**config.mk**
```make
export PLATFORM = sky130hd
export DESIGN_NAME = pexv_core
export DESIGN_NICKNAME = d
export VERILOG_FILES = /design/src/core/pexv_pkg.sv /design/src/core/pexv_core.sv
export VERILOG_INCLUDE_DIRS = /design/src /design/src/core
export SDC_FILE = /design/constraint.sdc
export NUM_CORES = 1
export LEC_CHECK = 0
export BUFFER_PORTS_ARGS = -buffer_cell sky130_fd_sc_hd__buf_2
export CAP_MARGIN = 20
export CORE_UTILIZATION = 51
export DETAILED_ROUTE_END_ITERATION = 10
export GPL_TIMING_DRIVEN = 0
export PLACE_DENSITY = 0.77
export SLEW_MARGIN = 10
export SYNTH_ARGS = -nofsm -noshare
export SYNTH_HDL_FRONTEND = slang
export SYNTH_SLANG_ARGS = --single-unit
```
**constraint.sdc**
```tcl
create_clock -name clk -period 3 [get_ports clk]
set_input_delay 0.45 -clock clk [delete_from_list [all_inputs] [get_ports clk]]
set_output_delay 0.45 -clock clk [all_outputs]
set_load 0.02 [all_outputs]
```
**src/core/pexv_defs.svh**
```systemverilog
// Purpose: constants for the pipeline and exception vectoring core
// Assumes: 16-bit words, 20-bit extended addresses
// Notes: offsets are byte addresses in bank zero
`ifndef PEXV_DEFS_SVH
`define PEXV_DEFS_SVH
`define PEXV_PC_LEAD 20'h00006
`define PEXV_SYNC_ADJ 20'h00002
`define PEXV_TABLE_BYTES 20'h00200
`define PEXV_PREDEF_VECTORS 52
`define PEXV_USER_VECTORS 200
`define PEXV_RST_BANKS 20'h00000
`define PEXV_RST_PC 20'h00002
`define PEXV_RST_SP 20'h00004
`define PEXV_RST_IZ 20'h00006
`define PEXV_VEC_BKPT 8'h04
`define PEXV_VEC_BUSERR 8'h05
`define PEXV_VEC_SWI 8'h06
`define PEXV_VEC_ILLEGAL 8'h07
`define PEXV_VEC_DIVZERO 8'h08
`define PEXV_VEC_UNINIT 8'h0F
`define PEXV_VEC_AUTO_BASE 8'h10
`define PEXV_VEC_SPURIOUS 8'h18
`define PEXV_VEC_USER_FIRST 8'h38
`define PEXV_MIN_BUS_CLKS 4'h2
`define PEXV_INT_STEP_CLKS 8'h02
`endif

```
**src/core/pexv_pkg.sv**
```systemverilog
// Purpose: types for the pipeline and exception vectoring core
// Assumes: pexv_defs.svh supplies the numbers
// Notes: none
package pexv_pkg;
  typedef enum logic [2:0] {
    PEXV_SPACE_PROGRAM,
    PEXV_SPACE_DATA
  } pexv_space_t;
  typedef enum logic [4:0] {
    PEXV_IDLE,
    PEXV_RST_FETCH,
    PEXV_FILL,
    PEXV_EXEC_OPND,
    PEXV_EXEC_INT,
    PEXV_XC_PUSH_PC,
    PEXV_XC_PUSH_CCR,
    PEXV_XC_VECTOR,
    PEXV_FLUSH
  } pexv_state_t;
  typedef enum logic [1:0] {
    PEXV_OP_NONE,
    PEXV_OP_READ,
    PEXV_OP_WRITE
  } pexv_op_t;
endpackage : pexv_pkg

```
**src/core/pexv_core.sv**
```systemverilog
// Purpose: three-stage pipeline, flow change and exception vectoring
// Assumes: one bus master port; memory answers with bus_ack
// Notes: instruction decode is supplied from outside via exec_* inputs
`timescale 1ns/10ps
`include "pexv_defs.svh"
module pexv_core
  import pexv_pkg::*;
#(
  parameter int AW = 20
) (
  // clock and reset
  input wire logic clk,
  input wire logic reset_n,
  input wire logic clk_en,
  // memory bus
  output logic bus_req,
  output logic bus_write,
  output logic bus_data_space,
  output logic [AW-1:0] bus_addr,
  output logic [15:0] bus_wdata,
  input wire logic [15:0] bus_rdata,
  input wire logic bus_ack,
  // decode answers for the opcode in stage b
  input wire logic exec_done,
  input wire logic exec_opnd_8bit,
  input wire logic exec_opnd_from_a,
  input wire logic [7:0] exec_int_steps,
  input wire logic exec_flow,
  input wire logic exec_flow_temp,
  input wire logic [AW-1:0] exec_target,
  input wire logic exec_sync_exc,
  input wire logic [7:0] exec_sync_vec,
  input wire logic [7:0] ccr_in,
  // external exceptions
  input wire logic async_req,
  input wire logic async_ext_vec,
  input wire logic [7:0] async_vec_in,
  input wire logic [2:0] async_level,
  // pipeline view
  output logic [15:0] stage_a,
  output logic [15:0] stage_b,
  output logic [15:0] stage_c,
  output logic [7:0] exec_operand,
  output logic [AW-1:0] pc,
  output logic [AW-1:0] return_addr,
  output logic [3:0] program_bank_field,
  output logic [3:0] stack_bank_field,
  output logic [3:0] z_index_bank_field,
  output logic [15:0] stack_pointer,
  output logic [15:0] direct_page_index,
  output logic [15:0] total_clock_periods,
  output logic [15:0] program_access_periods,
  output logic [15:0] operand_access_periods,
  output logic [15:0] internal_operation_periods,
  output logic instr_complete,
  output logic exc_active
);

  ////////////////////////////////////////////////////////////////////////////
  function automatic logic [AW-1:0] vec_addr(input logic [7:0] num);
    vec_addr = {{(AW-9){1'b0}}, num, 1'b0};
  endfunction : vec_addr

  function automatic logic [7:0] autovector(input logic [2:0] lvl);
    if (lvl == 3'h0) begin
      autovector = `PEXV_VEC_SPURIOUS;
    end else begin
      autovector = `PEXV_VEC_AUTO_BASE + {5'h00, lvl};
    end
  endfunction : autovector

  ////////////////////////////////////////////////////////////////////////////
  pexv_state_t state_reg;
  logic async_s1_reg, async_s2_reg;
  logic [1:0] rst_idx_reg;
  logic [1:0] fill_cnt_reg;
  logic [8:0] int_cnt_reg;
  logic [3:0] bus_clk_reg;
  logic [7:0] xc_vec_reg;
  logic [7:0] xc_ccr_reg;
  logic [AW-1:0] xc_pc_reg;
  logic [AW-1:0] instr_addr_reg;
  logic bus_done;
  logic fetch_ack;

  // bus cycle ends on ack, but never before two clocks
  assign bus_done = bus_req && bus_ack && (bus_clk_reg >= `PEXV_MIN_BUS_CLKS - 4'h1);
  assign fetch_ack = bus_done && (state_reg == PEXV_FILL);
  assign exc_active = (state_reg == PEXV_XC_PUSH_PC) || (state_reg == PEXV_XC_PUSH_CCR) ||
                      (state_reg == PEXV_XC_VECTOR);

  // async request is a pin; two flops before use
  always_ff @(posedge clk) begin
    if (!reset_n) begin
      async_s1_reg <= 1'b0;
      async_s2_reg <= 1'b0;
    end else if (clk_en) begin
      async_s1_reg <= async_req;
      async_s2_reg <= async_s1_reg;
    end
  end

  ////////////////////////////////////////////////////////////////////////////
  // bus cycle length: whole clocks, stretched by slow ack
  always_ff @(posedge clk) begin
    if (!reset_n) begin
      bus_clk_reg <= 4'h0;
    end else if (clk_en) begin
      if (!bus_req || bus_done) begin
        bus_clk_reg <= 4'h0;
      end else if (bus_clk_reg != 4'hF) begin
        bus_clk_reg <= bus_clk_reg + 4'h1;
      end
    end
  end

  always_comb begin
    bus_req = 1'b0;
    bus_write = 1'b0;
    bus_data_space = 1'b0;
    bus_addr = '0;
    bus_wdata = 16'h0000;
    case (state_reg)
      PEXV_RST_FETCH: begin
        bus_req = 1'b1;
        bus_addr = vec_addr({6'h00, rst_idx_reg});
      end
      PEXV_FILL: begin
        bus_req = 1'b1;
        bus_addr = pc;
      end
      PEXV_EXEC_OPND: begin
        // once begun, an access is not dropped when decode changes
        bus_req = (bus_clk_reg != 4'h0) || !(exec_opnd_from_a || exec_opnd_8bit);
        bus_data_space = 1'b1;
        bus_addr = pc;
      end
      PEXV_XC_PUSH_PC: begin
        bus_req = 1'b1;
        bus_write = 1'b1;
        bus_data_space = 1'b1;
        bus_addr = {stack_bank_field, stack_pointer};
        bus_wdata = xc_pc_reg[15:0];
      end
      PEXV_XC_PUSH_CCR: begin
        bus_req = 1'b1;
        bus_write = 1'b1;
        bus_data_space = 1'b1;
        bus_addr = {stack_bank_field, stack_pointer};
        bus_wdata = {program_bank_field, 4'h0, xc_ccr_reg};
      end
      PEXV_XC_VECTOR: begin
        bus_req = 1'b1;
        bus_data_space = 1'b1;
        bus_addr = vec_addr(xc_vec_reg);
      end
      default: begin
        bus_req = 1'b0;
      end
    endcase
  end

  ////////////////////////////////////////////////////////////////////////////
  // sequencer
  always_ff @(posedge clk) begin
    if (!reset_n) begin
      state_reg <= PEXV_IDLE;
      rst_idx_reg <= 2'h0;
      fill_cnt_reg <= 2'h0;
      int_cnt_reg <= 9'h000;
      xc_vec_reg <= 8'h00;
      xc_ccr_reg <= 8'h00;
      xc_pc_reg <= '0;
    end else if (clk_en) begin
      case (state_reg)
        PEXV_IDLE: begin
          state_reg <= PEXV_RST_FETCH;
        end
        PEXV_RST_FETCH: begin
          if (bus_done) begin
            rst_idx_reg <= rst_idx_reg + 2'h1;
            if (rst_idx_reg == 2'h3) begin
              state_reg <= PEXV_FILL;
              fill_cnt_reg <= 2'h0;
            end
          end
        end
        PEXV_FILL: begin
          if (fetch_ack) begin
            fill_cnt_reg <= fill_cnt_reg + 2'h1;
            if (fill_cnt_reg == 2'h2) begin
              state_reg <= PEXV_EXEC_OPND;
            end
          end
        end
        PEXV_EXEC_OPND: begin
          // operand byte from a or b, or an extra data access
          if (bus_done || (bus_clk_reg == 4'h0 && (exec_opnd_from_a || exec_opnd_8bit))) begin
            int_cnt_reg <= 9'(exec_int_steps) * 9'(`PEXV_INT_STEP_CLKS);
            state_reg <= PEXV_EXEC_INT;
          end
        end
        PEXV_EXEC_INT: begin
          if (int_cnt_reg != 9'h000) begin
            int_cnt_reg <= int_cnt_reg - 9'h001;
          end else if (exec_done) begin
            if (exec_sync_exc) begin
              xc_vec_reg <= exec_sync_vec;
              xc_ccr_reg <= ccr_in;
              xc_pc_reg <= pc + `PEXV_SYNC_ADJ;
              state_reg <= PEXV_XC_PUSH_PC;
            end else if (async_s2_reg) begin
              xc_vec_reg <= async_ext_vec ? async_vec_in : autovector(async_level);
              xc_ccr_reg <= ccr_in;
              xc_pc_reg <= pc;
              state_reg <= PEXV_XC_PUSH_PC;
            end else if (exec_flow) begin
              state_reg <= PEXV_FLUSH;
            end else begin
              state_reg <= PEXV_EXEC_OPND;
            end
          end
        end
        PEXV_XC_PUSH_PC: begin
          if (bus_done) begin
            state_reg <= PEXV_XC_PUSH_CCR;
          end
        end
        PEXV_XC_PUSH_CCR: begin
          if (bus_done) begin
            state_reg <= PEXV_XC_VECTOR;
          end
        end
        PEXV_XC_VECTOR: begin
          if (bus_done) begin
            state_reg <= PEXV_FLUSH;
          end
        end
        PEXV_FLUSH: begin
          fill_cnt_reg <= 2'h0;
          state_reg <= PEXV_FILL;
        end
        default: begin
          state_reg <= PEXV_IDLE;
        end
      endcase
    end
  end

  ////////////////////////////////////////////////////////////////////////////
  // pipeline stages
  always_ff @(posedge clk) begin
    if (!reset_n) begin
      stage_a <= 16'h0000;
      stage_b <= 16'h0000;
      stage_c <= 16'h0000;
      exec_operand <= 8'h00;
      instr_complete <= 1'b0;
    end else if (clk_en) begin
      instr_complete <= 1'b0;
      if (state_reg == PEXV_FLUSH) begin
        stage_a <= 16'h0000;
        stage_b <= 16'h0000;
      end else if (fetch_ack) begin
        stage_a <= bus_rdata;
        stage_b <= stage_a;
      end else if (state_reg == PEXV_EXEC_OPND) begin
        exec_operand <= exec_opnd_from_a ? stage_a[7:0] : stage_b[7:0];
      end else if (state_reg == PEXV_EXEC_INT && int_cnt_reg == 9'h000 && exec_done) begin
        stage_c <= stage_b;
        stage_b <= stage_a;
        instr_complete <= 1'b1;
      end
    end
  end

  ////////////////////////////////////////////////////////////////////////////
  // program counter, banks and stack
  always_ff @(posedge clk) begin
    if (!reset_n) begin
      pc <= '0;
      return_addr <= '0;
      instr_addr_reg <= '0;
      program_bank_field <= 4'h0;
      stack_bank_field <= 4'h0;
      z_index_bank_field <= 4'h0;
      stack_pointer <= 16'h0000;
      direct_page_index <= 16'h0000;
    end else if (clk_en) begin
      if (state_reg == PEXV_RST_FETCH && bus_done) begin
        case (rst_idx_reg)
          2'h0: begin
            z_index_bank_field <= bus_rdata[11:8];
            stack_bank_field <= bus_rdata[7:4];
            program_bank_field <= bus_rdata[3:0];
          end
          2'h1: pc <= {program_bank_field, bus_rdata};
          2'h2: stack_pointer <= bus_rdata;
          default: direct_page_index <= bus_rdata;
        endcase
      end else if (fetch_ack) begin
        pc <= pc + `PEXV_SYNC_ADJ;
      end else if (state_reg == PEXV_EXEC_INT && int_cnt_reg == 9'h000 && exec_done &&
                   !exec_sync_exc && !async_s2_reg) begin
        instr_addr_reg <= pc - `PEXV_PC_LEAD;
        if (exec_flow) begin
          pc <= exec_target;
          program_bank_field <= exec_target[19:16];
          if (exec_flow_temp) begin
            return_addr <= pc;
          end
        end
      end else if ((state_reg == PEXV_XC_PUSH_PC || state_reg == PEXV_XC_PUSH_CCR) &&
                   bus_done) begin
        stack_pointer <= stack_pointer - 16'h0002;
      end else if (state_reg == PEXV_XC_VECTOR && bus_done) begin
        program_bank_field <= 4'h0;
        pc <= {4'h0, bus_rdata};
      end
    end
  end

  ////////////////////////////////////////////////////////////////////////////
  // cycle accounting for the current instruction
  always_ff @(posedge clk) begin
    if (!reset_n) begin
      program_access_periods <= 16'h0000;
      operand_access_periods <= 16'h0000;
      internal_operation_periods <= 16'h0000;
    end else if (clk_en) begin
      if (instr_complete) begin
        program_access_periods <= 16'h0000;
        operand_access_periods <= 16'h0000;
        internal_operation_periods <= 16'h0000;
      end else if (state_reg == PEXV_FILL) begin
        program_access_periods <= program_access_periods + 16'h0001;
      end else if (state_reg == PEXV_EXEC_OPND) begin
        operand_access_periods <= operand_access_periods + 16'h0001;
      end else if (state_reg == PEXV_EXEC_INT && int_cnt_reg != 9'h000) begin
        // counted per clock; each step lasts two
        internal_operation_periods <= internal_operation_periods + 16'h0001;
      end
    end
  end

  assign total_clock_periods = program_access_periods + operand_access_periods +
                               internal_operation_periods;

endmodule : pexv_core

```
Word level (Yosys, flattened, before mapping)

Index checks and enable logic that the tools add are counted.

Add/sub/neg operators: 12
Shifts and indexed selects: 0
$lt $le $gt $ge: 1
Equal/unequal tests: 36
Reduce and logical (&&, ||, !) cells: 65
Multipliers: 0
Divide/modulo/power cells: 0
Bitwise operators: 6
Multiplexer cells: 75

Operators with widths:

| cell                                                 | number |
|---|---|
| two-way mux 16 bit                                   | 22 |
| two-way mux 20 bit                                   | 7 |
| case mux 20 bit (4 select lines)                     | 1 |
| two-way mux 5 bit                                    | 10 |
| adder 16 x 1 -> 16 bit (second input constant)       | 3 |
| two-way mux 4 bit                                    | 12 |
| two-way mux 8 bit                                    | 6 |
| case mux 5 bit (9 select lines)                      | 1 |
| adder 16 bit                                         | 2 |
| case mux 16 bit (2 select lines)                     | 1 |
| != test 2 bit (second input constant)                | 13 |
| AND reduction 5 bit                                  | 5 |
| adder 20 x 2 -> 20 bit (second input constant)       | 1 |
| equality test 5 x 3 -> 1 bit (second input constant) | 4 |
| two-way mux 9 bit                                    | 2 |
| case mux 9 bit (2 select lines)                      | 1 |
| nonzero test 2 bit                                   | 8 |
| subtractor 16 x 2 -> 16 bit (second input constant)  | 1 |
| AND reduction 3 bit                                  | 5 |
| logical AND 1 bit                                    | 12 |
| != test 4 bit (second input constant)                | 3 |
| AND reduction 4 bit                                  | 3 |
| AND reduction 6 bit                                  | 2 |
| AND reduction 11 bit                                 | 1 |
| other kinds (33)                                     | 69 |

Memories: 0
RAM bits: 0
Bits of input ports: 83
Flip-flop bits (word level): 245
Output and inout port bits: 245
Bits in latches: 0
Logic and storage cells: 220
ROM bits: 0

Depth between registers and ports, before layout

Gate-level depths: netlist (run 1).

Depth after elaboration: 12
Depth in mapped cells: 11
Depth with buffers taken out: 11

Worst setup path before layout (run 1)

Ideal clock, no wire load.

Kind: register -> output
From: reg operand_access_periods[8]
To: out total_clock_periods[14]
Setup slack: -0.493 ns
Required time: 2.550 ns
Arrival time: 3.043 ns
Path buffers: 0
Stages on the path, launching flop included: 8
Path through: dfxtp_1 fa_1 ha_1 a21o_1 a2111o_1 a41oi_1 nor2_1 o311ai_0

Longest elaborated chain between the ends: 2

Ends and longest elaborated chain:

| what                      | line             | text |
|---|---|---|
| start, declared           | pexv_core.sv:53  | `output logic [15:0] operand_access_periods,` |
| start signal, assigned    | pexv_core.sv:338 | `operand_access_periods <= operand_access_periods + 16'h0001;` |
| adder 16 bit (2 in a row) | pexv_core.sv:346 | `assign total_clock_periods = program_access_periods + operand_access_periods +` |
| end, declared             | pexv_core.sv:51  | `output logic [15:0] total_clock_periods,` |

Every way passes these cells.

Worst setup path after layout (run 1)

From: reg program_access_periods[3]
To: out total_clock_periods[9]

Longest elaborated chain between the ends: 2

Ends and longest elaborated chain:

| what                      | line             | text |
|---|---|---|
| start, declared           | pexv_core.sv:52  | `output logic [15:0] program_access_periods,` |
| start signal, assigned    | pexv_core.sv:336 | `program_access_periods <= program_access_periods + 16'h0001;` |
| adder 16 bit (2 in a row) | pexv_core.sv:346 |  |

Every way passes these cells.

==> key figures, run 1 <==
Clock tree
  • TritonCTS Buffers: 27
  • Clock slew at reported path FFs: 0.06 ns
  • Root Buffer: clkbuf_16
  • Htree depth: 1
  • Hold-fix buffer count after cts: 0
  • CTS tree: yes
  • Clock Sinks: 244
  • Clk_lat worst skew: 0.56 ns
  • Clock Path Buffers: 3

Logic synthesis
  • Ys Warns: 0
  • Area leader, netlist: dfxtp_1
  • Gate Count Post-Synth: 1570
  • Synth Register Bits: 244
  • Synthesized area per cell: 8.36 um2
  • Syn Nets: 1700
  • Cell area after synthesis: 0.0131 mm2
  • Seq/Total Area, Yosys: 0.372
  • Main synth FF type: dfxtp_1
  • Synth unique cells: 87
  • Synth area leaders: dfxtp_1, a21oi_1, mux2i_1
  • Synth top area share: 0.372
  • Ys async rst share: 0
  • EDFF count, synth: 0

Die
  • DIE AREA: 0.0264 mm2
  • Std-Cell Rows: 58
  • Overall die height: 162 um
  • Total core area: 0.0252 mm2
  • Starting density of the core: 0.521
  • DIE WIDTH: 162 um
  • IO Pins: 328

Worst setup path
  • Setup CP Type: flip-flop to output port
  • Element type at the critical path start: flip-flop
  • Crit Path Max Fanout: 6
  • Crit path required time: 2.55 ns
  • Setup crit end kind: output port
  • CP arrival: 3.23 ns

Timing
  • Post-route setup TNS: -4.85 ns
  • Max Clk Rate: 272 MHz
  • Final Hold Fails: 0
  • Max Slew Vio Count: 0
  • Period utilization: 1.23
  • Post-layout min period: 3.68 ns
  • Rel. slew slack: 0.264
  • Fin worst setup slack: -0.680 ns
  • Final setup violation count: 11
  • RSZ-0062 raised after global routing: yes
  • Worst-Margin Slew: 1.09 ns
  • Clock skew: 0.0161 ns

Power and ir drop
  • Pwr/cell area: 499 mW/mm2
  • Leakage: 7.07 nW
  • Worst VDD drop: 0.462 mV

GRT
  • All-Layer GR Usage: 0.351
  • Largest net degree at the start of global routing: 15
  • Remaining Overflow, GRT: 0
  • Vias in the first global route: 13014
  • First-pass GRT wire length: 72300 um
  • Initial antenna violation count: 1

Placed design
  • Hpwl dp: 35500 um
  • Setup WS pre-CTS: -0.349 ns
  • RePlAce Congestion: 0.990
  • Buffers on Ports: 323

Cells and area
  • Final #Nets: 2070
  • Highest-count cells in the layout ignoring fill and taps: buf_2, dfxtp_1, nand2_1, nor2_1, a21oi_1
  • Ratio of cells with drive above 1 in the final layout: 0.266
  • Syn-to-layout area delta: 26.8%
  • Commonest non-fill, non-tap cell in the layout: buf_2
  • Regs by FF count: pc (20), return_addr (20)

Routing
  • Routed wire per std cell: 21.1 um
  • DRC Markers: 0
  • Drt pass-1 iters: 8
  • Iteration-0 DRC count of the detailed router: 1465
  • Routed via count: 14139
  • Detailed-route wire length: 48500 um
  • Via/cell ratio: 6.17
  • Post-route ant nets: 0

Status
  • Status: finished with violations
  • Failing checks: negative setup slack

Run
  • Maximum capacitance violations: 0

Hold path
  • Hold WC Path Type: input pin to flip-flop
==> cell type report <==
| cell class | instances | area, um2 |
|---|---|---|
| Fill cell | 2151 | 8530 |
| Multi-Input combinational cell | 1163 | 7840 |
| Sequential cell | 244 | 4950 |
| Timing Repair Buffer | 343 | 1820 |
| Clock buffer | 35 | 726 |
| Buffer | 116 | 546 |
| Tap cell | 330 | 413 |
| Clock inverter | 15 | 184 |
| Inverter | 45 | 169 |
| Antenna cell | 2 | 5.00 |
==> worst paths after layout <==
check,start,to,slack [ns],cells past startpoint
worst min-delay path,ccr_in[3],xc_ccr_reg[3],0.15,3
worst min register to register,stage_c[3],stage_c[3],0.45,2
worst max register to register,bus_clk_reg[1],pc[12],0.18,8
worst max-delay path,program_access_periods[3],total_clock_periods[9],-0.68,9
==> worst max-delay path, stage by stage, from the launching register on <==
cell	delay, ns
dfxtp_2	0.36
fa_2	0.62
ha_4	0.22
nor2b_2	0.16
o31a_1	0.27
o211ai_1	0.41
nand2_1	0.19
buf_4	0.17
xor2_1	0.13
buf_4	0.15
==> power by group <==
group	switching (mW)	internal, mW	total (mW)
Combinational	1.00	0.509	1.51
Sequential	0.0664	3.30	3.36
Clock	1.45	1.99	3.44
Total	2.52	5.80	8.32
==> cells in the mapped netlist, types with 11 or more instances <==
master,instances
and2_1,12
inv_1,44
a22o_1,28
nor3b_1,12
clkbuf_1,90
o21ai_0,70
or3_1,18
buf_2,16
a221oi_1,11
xor2_1,23
a22oi_1,14
xnor2_1,42
nor2b_1,12
nor4_1,13
nand4_1,29
nand2_1,159
dfxtp_1,244
a211oi_1,32
ha_1,31
nor3_1,36
nor2_1,163
nand3_1,56
fa_1,16
mux2i_1,66
a21oi_1,140
==> timing repair <==
action | 4_1_cts | 5_1_grt
endpoints found under the setup margin | 50 | 54
pin swaps | 25 | 14
setup buffers | 14 | 6
gates resized for setup | 83 | 34
==> kinds of logic after synthesis <==
kind of cell / after synthesis / share of synthesized area
flip-flops: 244 / 0.372
multiplexers: 66 / 0.0503
XOR/XNOR: 65 / 0.0434
buffers and inverters: 163 / 0.0513
AO/OA/AOI/OAI: 403 / 0.204
AND/OR/NAND/NOR: 582 / 0.225
adder cells (fa/ha/maj): 47 / 0.0539
==> layer usage <==
layer,part of all wire,GRT usage
met2,0.46,0.572
met4,0.049,0.157
met5,0,0
met3,0.089,0.0690
met1,0.40,0.449
==> stage by stage <==
step / std cells / hold slack, ns / util / area (um2) / total power, mW
after global placement: 2223 / 0.436 / 0.605 / 15200 / 4.78
after detailed placement: 2223 / 0.443 / 0.605 / 15200 / 4.80
after global routing: 2292 / 0.151 / 0.661 / 16600 / 8.53
after floorplan: 1570 / 0.459 / - / 13200 / 4.34
final: 2293 / 0.147 / 0.661 / 16700 / 8.32
after CTS: 2285 / 0.139 / 0.655 / 16500 / 8.24
(Power assumes the default switching activity.)
==> run 2, diff against run 1 <==
--- a/config.mk
+++ b/config.mk
@@ -6,13 +6,13 @@
 export SDC_FILE = /design/constraint.sdc
 export NUM_CORES = 1
 export LEC_CHECK = 0
+export ABC_AREA = 1
 export BUFFER_PORTS_ARGS = -buffer_cell sky130_fd_sc_hd__buf_2
 export CAP_MARGIN = 20
 export CORE_UTILIZATION = 51
 export DETAILED_ROUTE_END_ITERATION = 10
 export GPL_TIMING_DRIVEN = 0
 export PLACE_DENSITY = 0.77
-export SLEW_MARGIN = 10
 export SYNTH_ARGS = -nofsm -noshare
 export SYNTH_HDL_FRONTEND = slang
 export SYNTH_SLANG_ARGS = --single-unit
==> key figures, run 2 <==
Cells and area
  • Layout fillers: 2326
  • Design area: 0.0168 mm2
  • Highest-count cells in the layout ignoring fill and taps: nand2_1, buf_2, nor2_1, dfxtp_1, o21ai_0
  • Syn-to-layout area delta: 25.9%
  • Ratio of cells with drive above 1 in the final layout: 0.234
  • Commonest non-fill, non-tap cell in the layout: nand2_1
  • Regs by FF count: pc (20), return_addr (20)
  • Final #Nets: 2456

Worst setup path
  • CP cell instances: fa_1 -> ha_2 -> inv_2 -> fa_2 -> inv_2 -> a31oi_4 -> o21bai_1 -> buf_4 -> xor2_1 -> buf_4
  • Crit path from: program_access_periods[1]
  • Slowest Stage Delay on Critical Path: 0.55 ns
  • Crit Path Max Fanout: 4
  • Crit path required time: 2.55 ns
  • Setup crit end kind: output port
  • CP arrival: 2.94 ns
  • Element type at the critical path start: flip-flop
  • Setup CP Type: flip-flop to output port
  • Worst path slowest cell: fa_1
  • Worst reg2reg path startpoint: int_cnt_reg[0]

Routing
  • Via/cell ratio: 5.72
  • DRC Markers: 0
  • Detailed-route wire length: 51800 um
  • Routed via count: 15291
  • Post-route ant nets: 0
  • Routed wire per std cell: 19.4 um
  • Drt pass-1 iters: 6
  • Iteration-0 DRC count of the detailed router: 1641

Placed design
  • Setup WS pre-CTS: -0.261 ns
  • Hpwl dp: 39300 um
  • Buffers on Ports: 323
  • RePlAce Congestion: 0.995
  • Post-DP Area: 0.0154 mm2

Die
  • IO Pins: 328
  • Std-Cell Rows: 58
  • Overall die height: 164 um
  • Starting density of the core: 0.525
  • DIE WIDTH: 164 um
  • DIE AREA: 0.0269 mm2
  • Total core area: 0.0255 mm2

GRT
  • Remaining Overflow, GRT: 0
  • All-Layer GR Usage: 0.375
  • First-pass GRT wire length: 77600 um
  • Initial antenna violation count: 4
  • Largest net degree at the start of global routing: 15
  • Vias in the first global route: 14072

Timing
  • Post-layout min period: 3.39 ns
  • Period utilization: 1.13
  • Max Clk Rate: 295 MHz
  • RSZ-0062 raised after global routing: yes
  • Worst-Margin Slew: 0.809 ns
  • Rel. slew slack: 0.461
  • Max Slew Vio Count: 0
  • Clock skew: 0.00981 ns
  • Final Hold Fails: 0
  • Fin worst setup slack: -0.387 ns
  • Final setup violation count: 11

Logic synthesis
  • Synth unique cells: 52
  • Synth Register Bits: 244
  • Main synth FF type: dfxtp_1
  • Syn Nets: 2086
  • Area leader, netlist: dfxtp_1
  • Cell area after synthesis: 0.0134 mm2
  • Most instantiated cells after synthesis: nand2_1, nor2_1, dfxtp_1
  • Most common cell in the synthesized netlist: nand2_1
  • EDFF count, synth: 0
  • Synthesized area per cell: 6.83 um2
  • Synth area leaders: dfxtp_1, nand2_1, nor2_1
  • Synth top area share: 0.365
  • Gate Count Post-Synth: 1956
  • Seq/Total Area, Yosys: 0.365
  • Ys async rst share: 0
  • Ys Warns: 0

Clock tree
  • TritonCTS Buffers: 28
  • CTS tree: yes
  • Root Buffer: clkbuf_16
  • Hold-fix buffer count after cts: 0
  • Clock Path Buffers: 3
  • Clock slew at reported path FFs: 0.06 ns
  • Htree depth: 1
  • Clk_lat worst skew: 0.56 ns
  • Clock Sinks: 244

Power and ir drop
  • Worst VDD drop: 0.450 mV
  • Leakage: 7.95 nW
  • Pwr/cell area: 562 mW/mm2

Status
  • Status: finished with violations
  • Failing checks: negative setup slack

Hold path
  • Hold Startpoint: ccr_in[3]
  • Hold WC Path Type: input pin to flip-flop

Run
  • Maximum capacitance violations: 0
run 2: cell count changes in the layout (fill, tap and decap cells not counted), sizes merged, moves of 14 or more:
cell / previous run / this run
nand2: 159 / 410
inv: 48 / 201
nor2: 163 / 297
o21ai: 72 / 203
mux2i: 66 / 0
a21oi: 141 / 177
xnor2: 42 / 10
clkbuf: 125 / 94
a211oi: 35 / 10
nand3: 57 / 80
a22o: 28 / 6
or3: 18 / 0
xor2: 23 / 41
a31oi: 10 / 24
run 2: logic make-up (layout without fill, tap and decap cells):
| family | count (synthesis) | after routing | share of synthesized area |
|---|---|---|---|
| flip-flops | 244 | 244 | 0.365 |
| AND/OR/NAND/NOR | 864 | 864 | 0.274 |
| other | 0 | 2 | 0 |
| AO/OA/AOI/OAI | 462 | 462 | 0.189 |
| buffers and inverters | 288 | 675 | 0.0860 |
| XOR/XNOR | 51 | 51 | 0.0334 |
| adder cells (fa/ha/maj) | 47 | 47 | 0.0530 |
run 2: path summary, 6_finish.rpt:
kind	end	slack [ns]	cells after the start
max	total_clock_periods[9]	-0.39	10
min	xc_ccr_reg[3]	0.15	3
max reg2reg	pc[4]	0.44	12
min reg2reg	xc_pc_reg[4]	0.47	2
run 2: final cells by class:
cell class                 instances  area, um2  area share
multi-input combinational       1424       7550       0.448
inverter                         203        762      0.0453
clock buffer                      37        795      0.0472
timing repair buffer             340       1780       0.106
buffer                            85        390      0.0232
tap                              330        413      0.0245
clock inverter                    10        164     0.00974
antenna                            2       5.00    0.000297
sequential                       244       4970       0.295
run 2: worst max-delay path: cells and delay by family, from the launching register on:
family                     cells  cell delay (ns)
buffers and inverters          4             0.47
DFF                            1             0.35
adders and majority gates      3             1.10
xor gates and xnor gates       1             0.12
AOI/OAI and AO/OA              2             0.34
run 2: what timing repair did:
item	CTS	global route
endpoints found under the setup margin	21	16
pin swaps	25	16
buffers inserted	12	5
resized for setup	83	31
gates cloned	0	0
run 2: where the power goes:
group	internal (mW)	total, mW	switching (mW)
Sequential	3.40	3.57	0.163
Clock	2.19	3.60	1.41
Combinational	0.625	2.28	1.66
run 2: layer usage:
| metal | vias up | part of all wire | track usage |
|---|---|---|---|
| li1 | 7178 | - | - |
| met1 | 7127 | 0.41 | 0.492 |
| met2 | 844 | 0.46 | 0.618 |
| met3 | 140 | 0.097 | 0.0641 |
| met4 | 2 | 0.037 | 0.136 |
| met5 | - | 0.00025 | 0 |
run 2: per-stage QoR:
step                      cells  setup TNS (ns)   util  hold WS [ns]  total power, mW
after global routing       2674           -3.55  0.661         0.156             9.81
final                      2675           -2.73  0.661         0.145             9.45
after detailed placement   2609          -0.530  0.604         0.462             5.83
after floorplan            1956               0      -         0.425             5.10
after CTS                  2668           -1.90  0.655         0.147             9.39
after global placement     2609          -0.327  0.604         0.460             5.80
==> run 3, diff against run 2 <==
--- a/config.mk
+++ b/config.mk
@@ -9,10 +9,12 @@
 export ABC_AREA = 1
 export BUFFER_PORTS_ARGS = -buffer_cell sky130_fd_sc_hd__buf_2
 export CAP_MARGIN = 20
-export CORE_UTILIZATION = 51
+export CORE_ASPECT_RATIO = 2
+export CORE_UTILIZATION = 48
 export DETAILED_ROUTE_END_ITERATION = 10
 export GPL_TIMING_DRIVEN = 0
-export PLACE_DENSITY = 0.77
+export PLACE_DENSITY = 0.73
+export RECOVER_POWER = 25
 export SYNTH_ARGS = -nofsm -noshare
 export SYNTH_HDL_FRONTEND = slang
 export SYNTH_SLANG_ARGS = --single-unit
==> key figures, run 3 (same netlist as run 2, synthesis figures left out) <==
Status
  • Status: finished with violations
  • Failing checks: negative setup slack

Cells and area
  • Regs by FF count: pc (20), return_addr (20)
  • Ratio of cells with drive above 1 in the final layout: 0.185
  • Layout Cells excl Fill: 2695
  • Util after Layout: 0.605
  • Reg area: 0.00498 mm2
  • Layout fillers: 2718
  • Syn-to-layout area delta: 24.1%
  • Multi-input gate area: 0.00755 mm2
  • Highest-count cells in the layout ignoring fill and taps: nand2_1, nor2_1, buf_2, dfxtp_1, o21ai_0
  • Commonest non-fill, non-tap cell in the layout: nand2_1
  • Final #Nets: 2457

Power and ir drop
  • Sw frac: 0.367
  • Clk network pwr share: 0.345
  • Internal power: 5.72 mW
  • Final Power: 9.05 mW
  • Worst VDD drop: 0.461 mV
  • Reg power frac: 0.397
  • NetSw: 3.32 mW
  • Leakage: 7.36 nW
  • Logic pwr share: 0.258
  • Pwr/cell area: 545 mW/mm2

Timing
  • Clock skew: 0.0156 ns
  • Post-route setup TNS: -2.95 ns
  • Final setup violation count: 11
  • Fin worst setup slack: -0.429 ns
  • Final Hold Fails: 0
  • Worst-Margin Slew: 0.972 ns
  • RSZ-0062 raised after global routing: yes
  • Max Clk Rate: 292 MHz
  • Rel. slew slack: 0.347
  • Max Slew Vio Count: 0
  • Post-layout min period: 3.43 ns
  • Period utilization: 1.14

Worst setup path
  • Worst R2R Setup Slack: 0.18 ns
  • Setup CP Type: flip-flop to output port
  • Crit path required time: 2.55 ns
  • CP top delay family: adder cells
  • Worst path slowest cell: fa_1
  • Element type at the critical path start: flip-flop
  • Setup crit end kind: output port
  • Slowest Stage Delay on Critical Path: 0.59 ns
  • Crit Path Max Fanout: 4
  • CP arrival: 2.98 ns
  • Bufs and invs on worst path: 4
  • CP cell instances: fa_1 -> ha_4 -> inv_2 -> fa_2 -> inv_2 -> a31oi_4 -> o21bai_1 -> buf_4 -> xor2_1 -> buf_4

Die
  • DIE AREA: 0.0286 mm2
  • Starting density of the core: 0.487
  • Std-Cell Rows: 86
  • Total core area: 0.0274 mm2
  • Overall die height: 238 um
  • IO Pins: 328
  • DIE WIDTH: 120 um

GRT
  • Remaining Overflow, GRT: 0
  • All-Layer GR Usage: 0.415
  • First-pass GRT wire length: 88700 um
  • Vias in the first global route: 15348
  • Initial antenna violation count: 1
  • Largest net degree at the start of global routing: 16

Clock tree
  • TritonCTS Buffers: 24
  • CTS tree: yes
  • Root Buffer: clkbuf_16
  • Clock Path Buffers: 3
  • Htree depth: 1
  • Clk_lat worst skew: 0.55 ns
  • Clock slew at reported path FFs: 0.07 ns
  • Clock Sinks: 244

Routing
  • DRC Markers: 0
  • Routed wl met2: 31100 um
  • Post-Route M1 WL: 18900 um
  • Post-route ant nets: 0
  • Top sig layer: met4
  • Iteration-0 DRC count of the detailed router: 1022
  • Via/cell ratio: 5.77
  • Routed via count: 15555
  • Metal3 WL: 4110 um
  • Routed wire per std cell: 22.4 um
  • Detailed-route wire length: 60300 um
  • Drt pass-1 iters: 5

Run
  • Maximum capacitance violations: 0

Placed design
  • Buffers on Ports: 323
  • RePlAce Congestion: 1.06
  • Hpwl dp: 47000 um
  • Placed Cells: 2631

Hold path
  • Hold WC Path Type: input pin to flip-flop
run 3: cell count changes in the layout (fill, tap and decap cells not counted), moves of 3 or more:
cell / before / now
dfxtp_4: 16 / 20
bufinv_16: 4 / 1
clkbuf_16: 28 / 25
clkbuf_1: 58 / 174
a21oi_2: 2 / 6
buf_4: 29 / 34
inv_1: 186 / 183
buf_2: 333 / 216
dfxtp_2: 23 / 19
run 3: timing repair:
item	4_1_cts	5_1_grt
hold buffers	0	0
cloned	0	0
resized for setup	94	27
buffers inserted	15	8
pin swaps	27	16
endpoints found under the setup margin	21	24
run 3: worst reg2reg max path, delay by kind of cell (launching register included):
family,cells,cell delay [ns]
buf+inv,1,0.10
flops,1,0.52
simple gates,6,1.83
compound gates,2,0.27
run 3: worst paths after layout:
check                       startpoint                        end  depth (start not counted)
max          program_access_periods[1]     total_clock_periods[9]                         10
min                       bus_rdata[0]           stack_pointer[0]                          2
max reg2reg               state_reg[0]  operand_access_periods[7]                          9
min reg2reg            fill_cnt_reg[1]            fill_cnt_reg[1]                          2
run 3: power by group through the flow:
stage / clock network (mW) / logic [mW] / registers, mW
after floorplan: 0 / 1.38 / 3.72
after global placement: 0 / 2.24 / 3.65
after detailed placement: 0 / 2.26 / 3.65
after CTS: 3.12 / 2.28 / 3.57
after global routing: 3.24 / 2.52 / 3.60
final: 3.12 / 2.34 / 3.59
run 3: area by class of cell:
cell class	instances	area share
multi-input cells	1424	0.455
flip-flops and latches	244	0.300
repair buffers	347	0.102
inverters	203	0.0462
clock buffers	32	0.0417
well taps	352	0.0265
plain buffers	83	0.0231
clock inverters	9	0.00505
diodes	1	0.000151
run 3: metrics by stage:
step	setup WS [ns]	area, um2	hold WS (ns)
after floorplan	0.0230	13400	0.425
after global placement	-0.457	15400	0.457
after detailed placement	-0.533	15400	0.466
after CTS	-0.341	16600	0.145
after global routing	-0.471	16600	0.168
final	-0.429	16600	0.155
run 3: per-layer routing:
| metal | track usage | up-vias |
|---|---|---|
| met2 | 0.760 | 826 |
| met4 | 0.388 | 0 |
| met1 | 0.377 | 7274 |
| met3 | 0.0741 | 288 |
| li1 | - | 7167 |
| met5 | 0 | - |
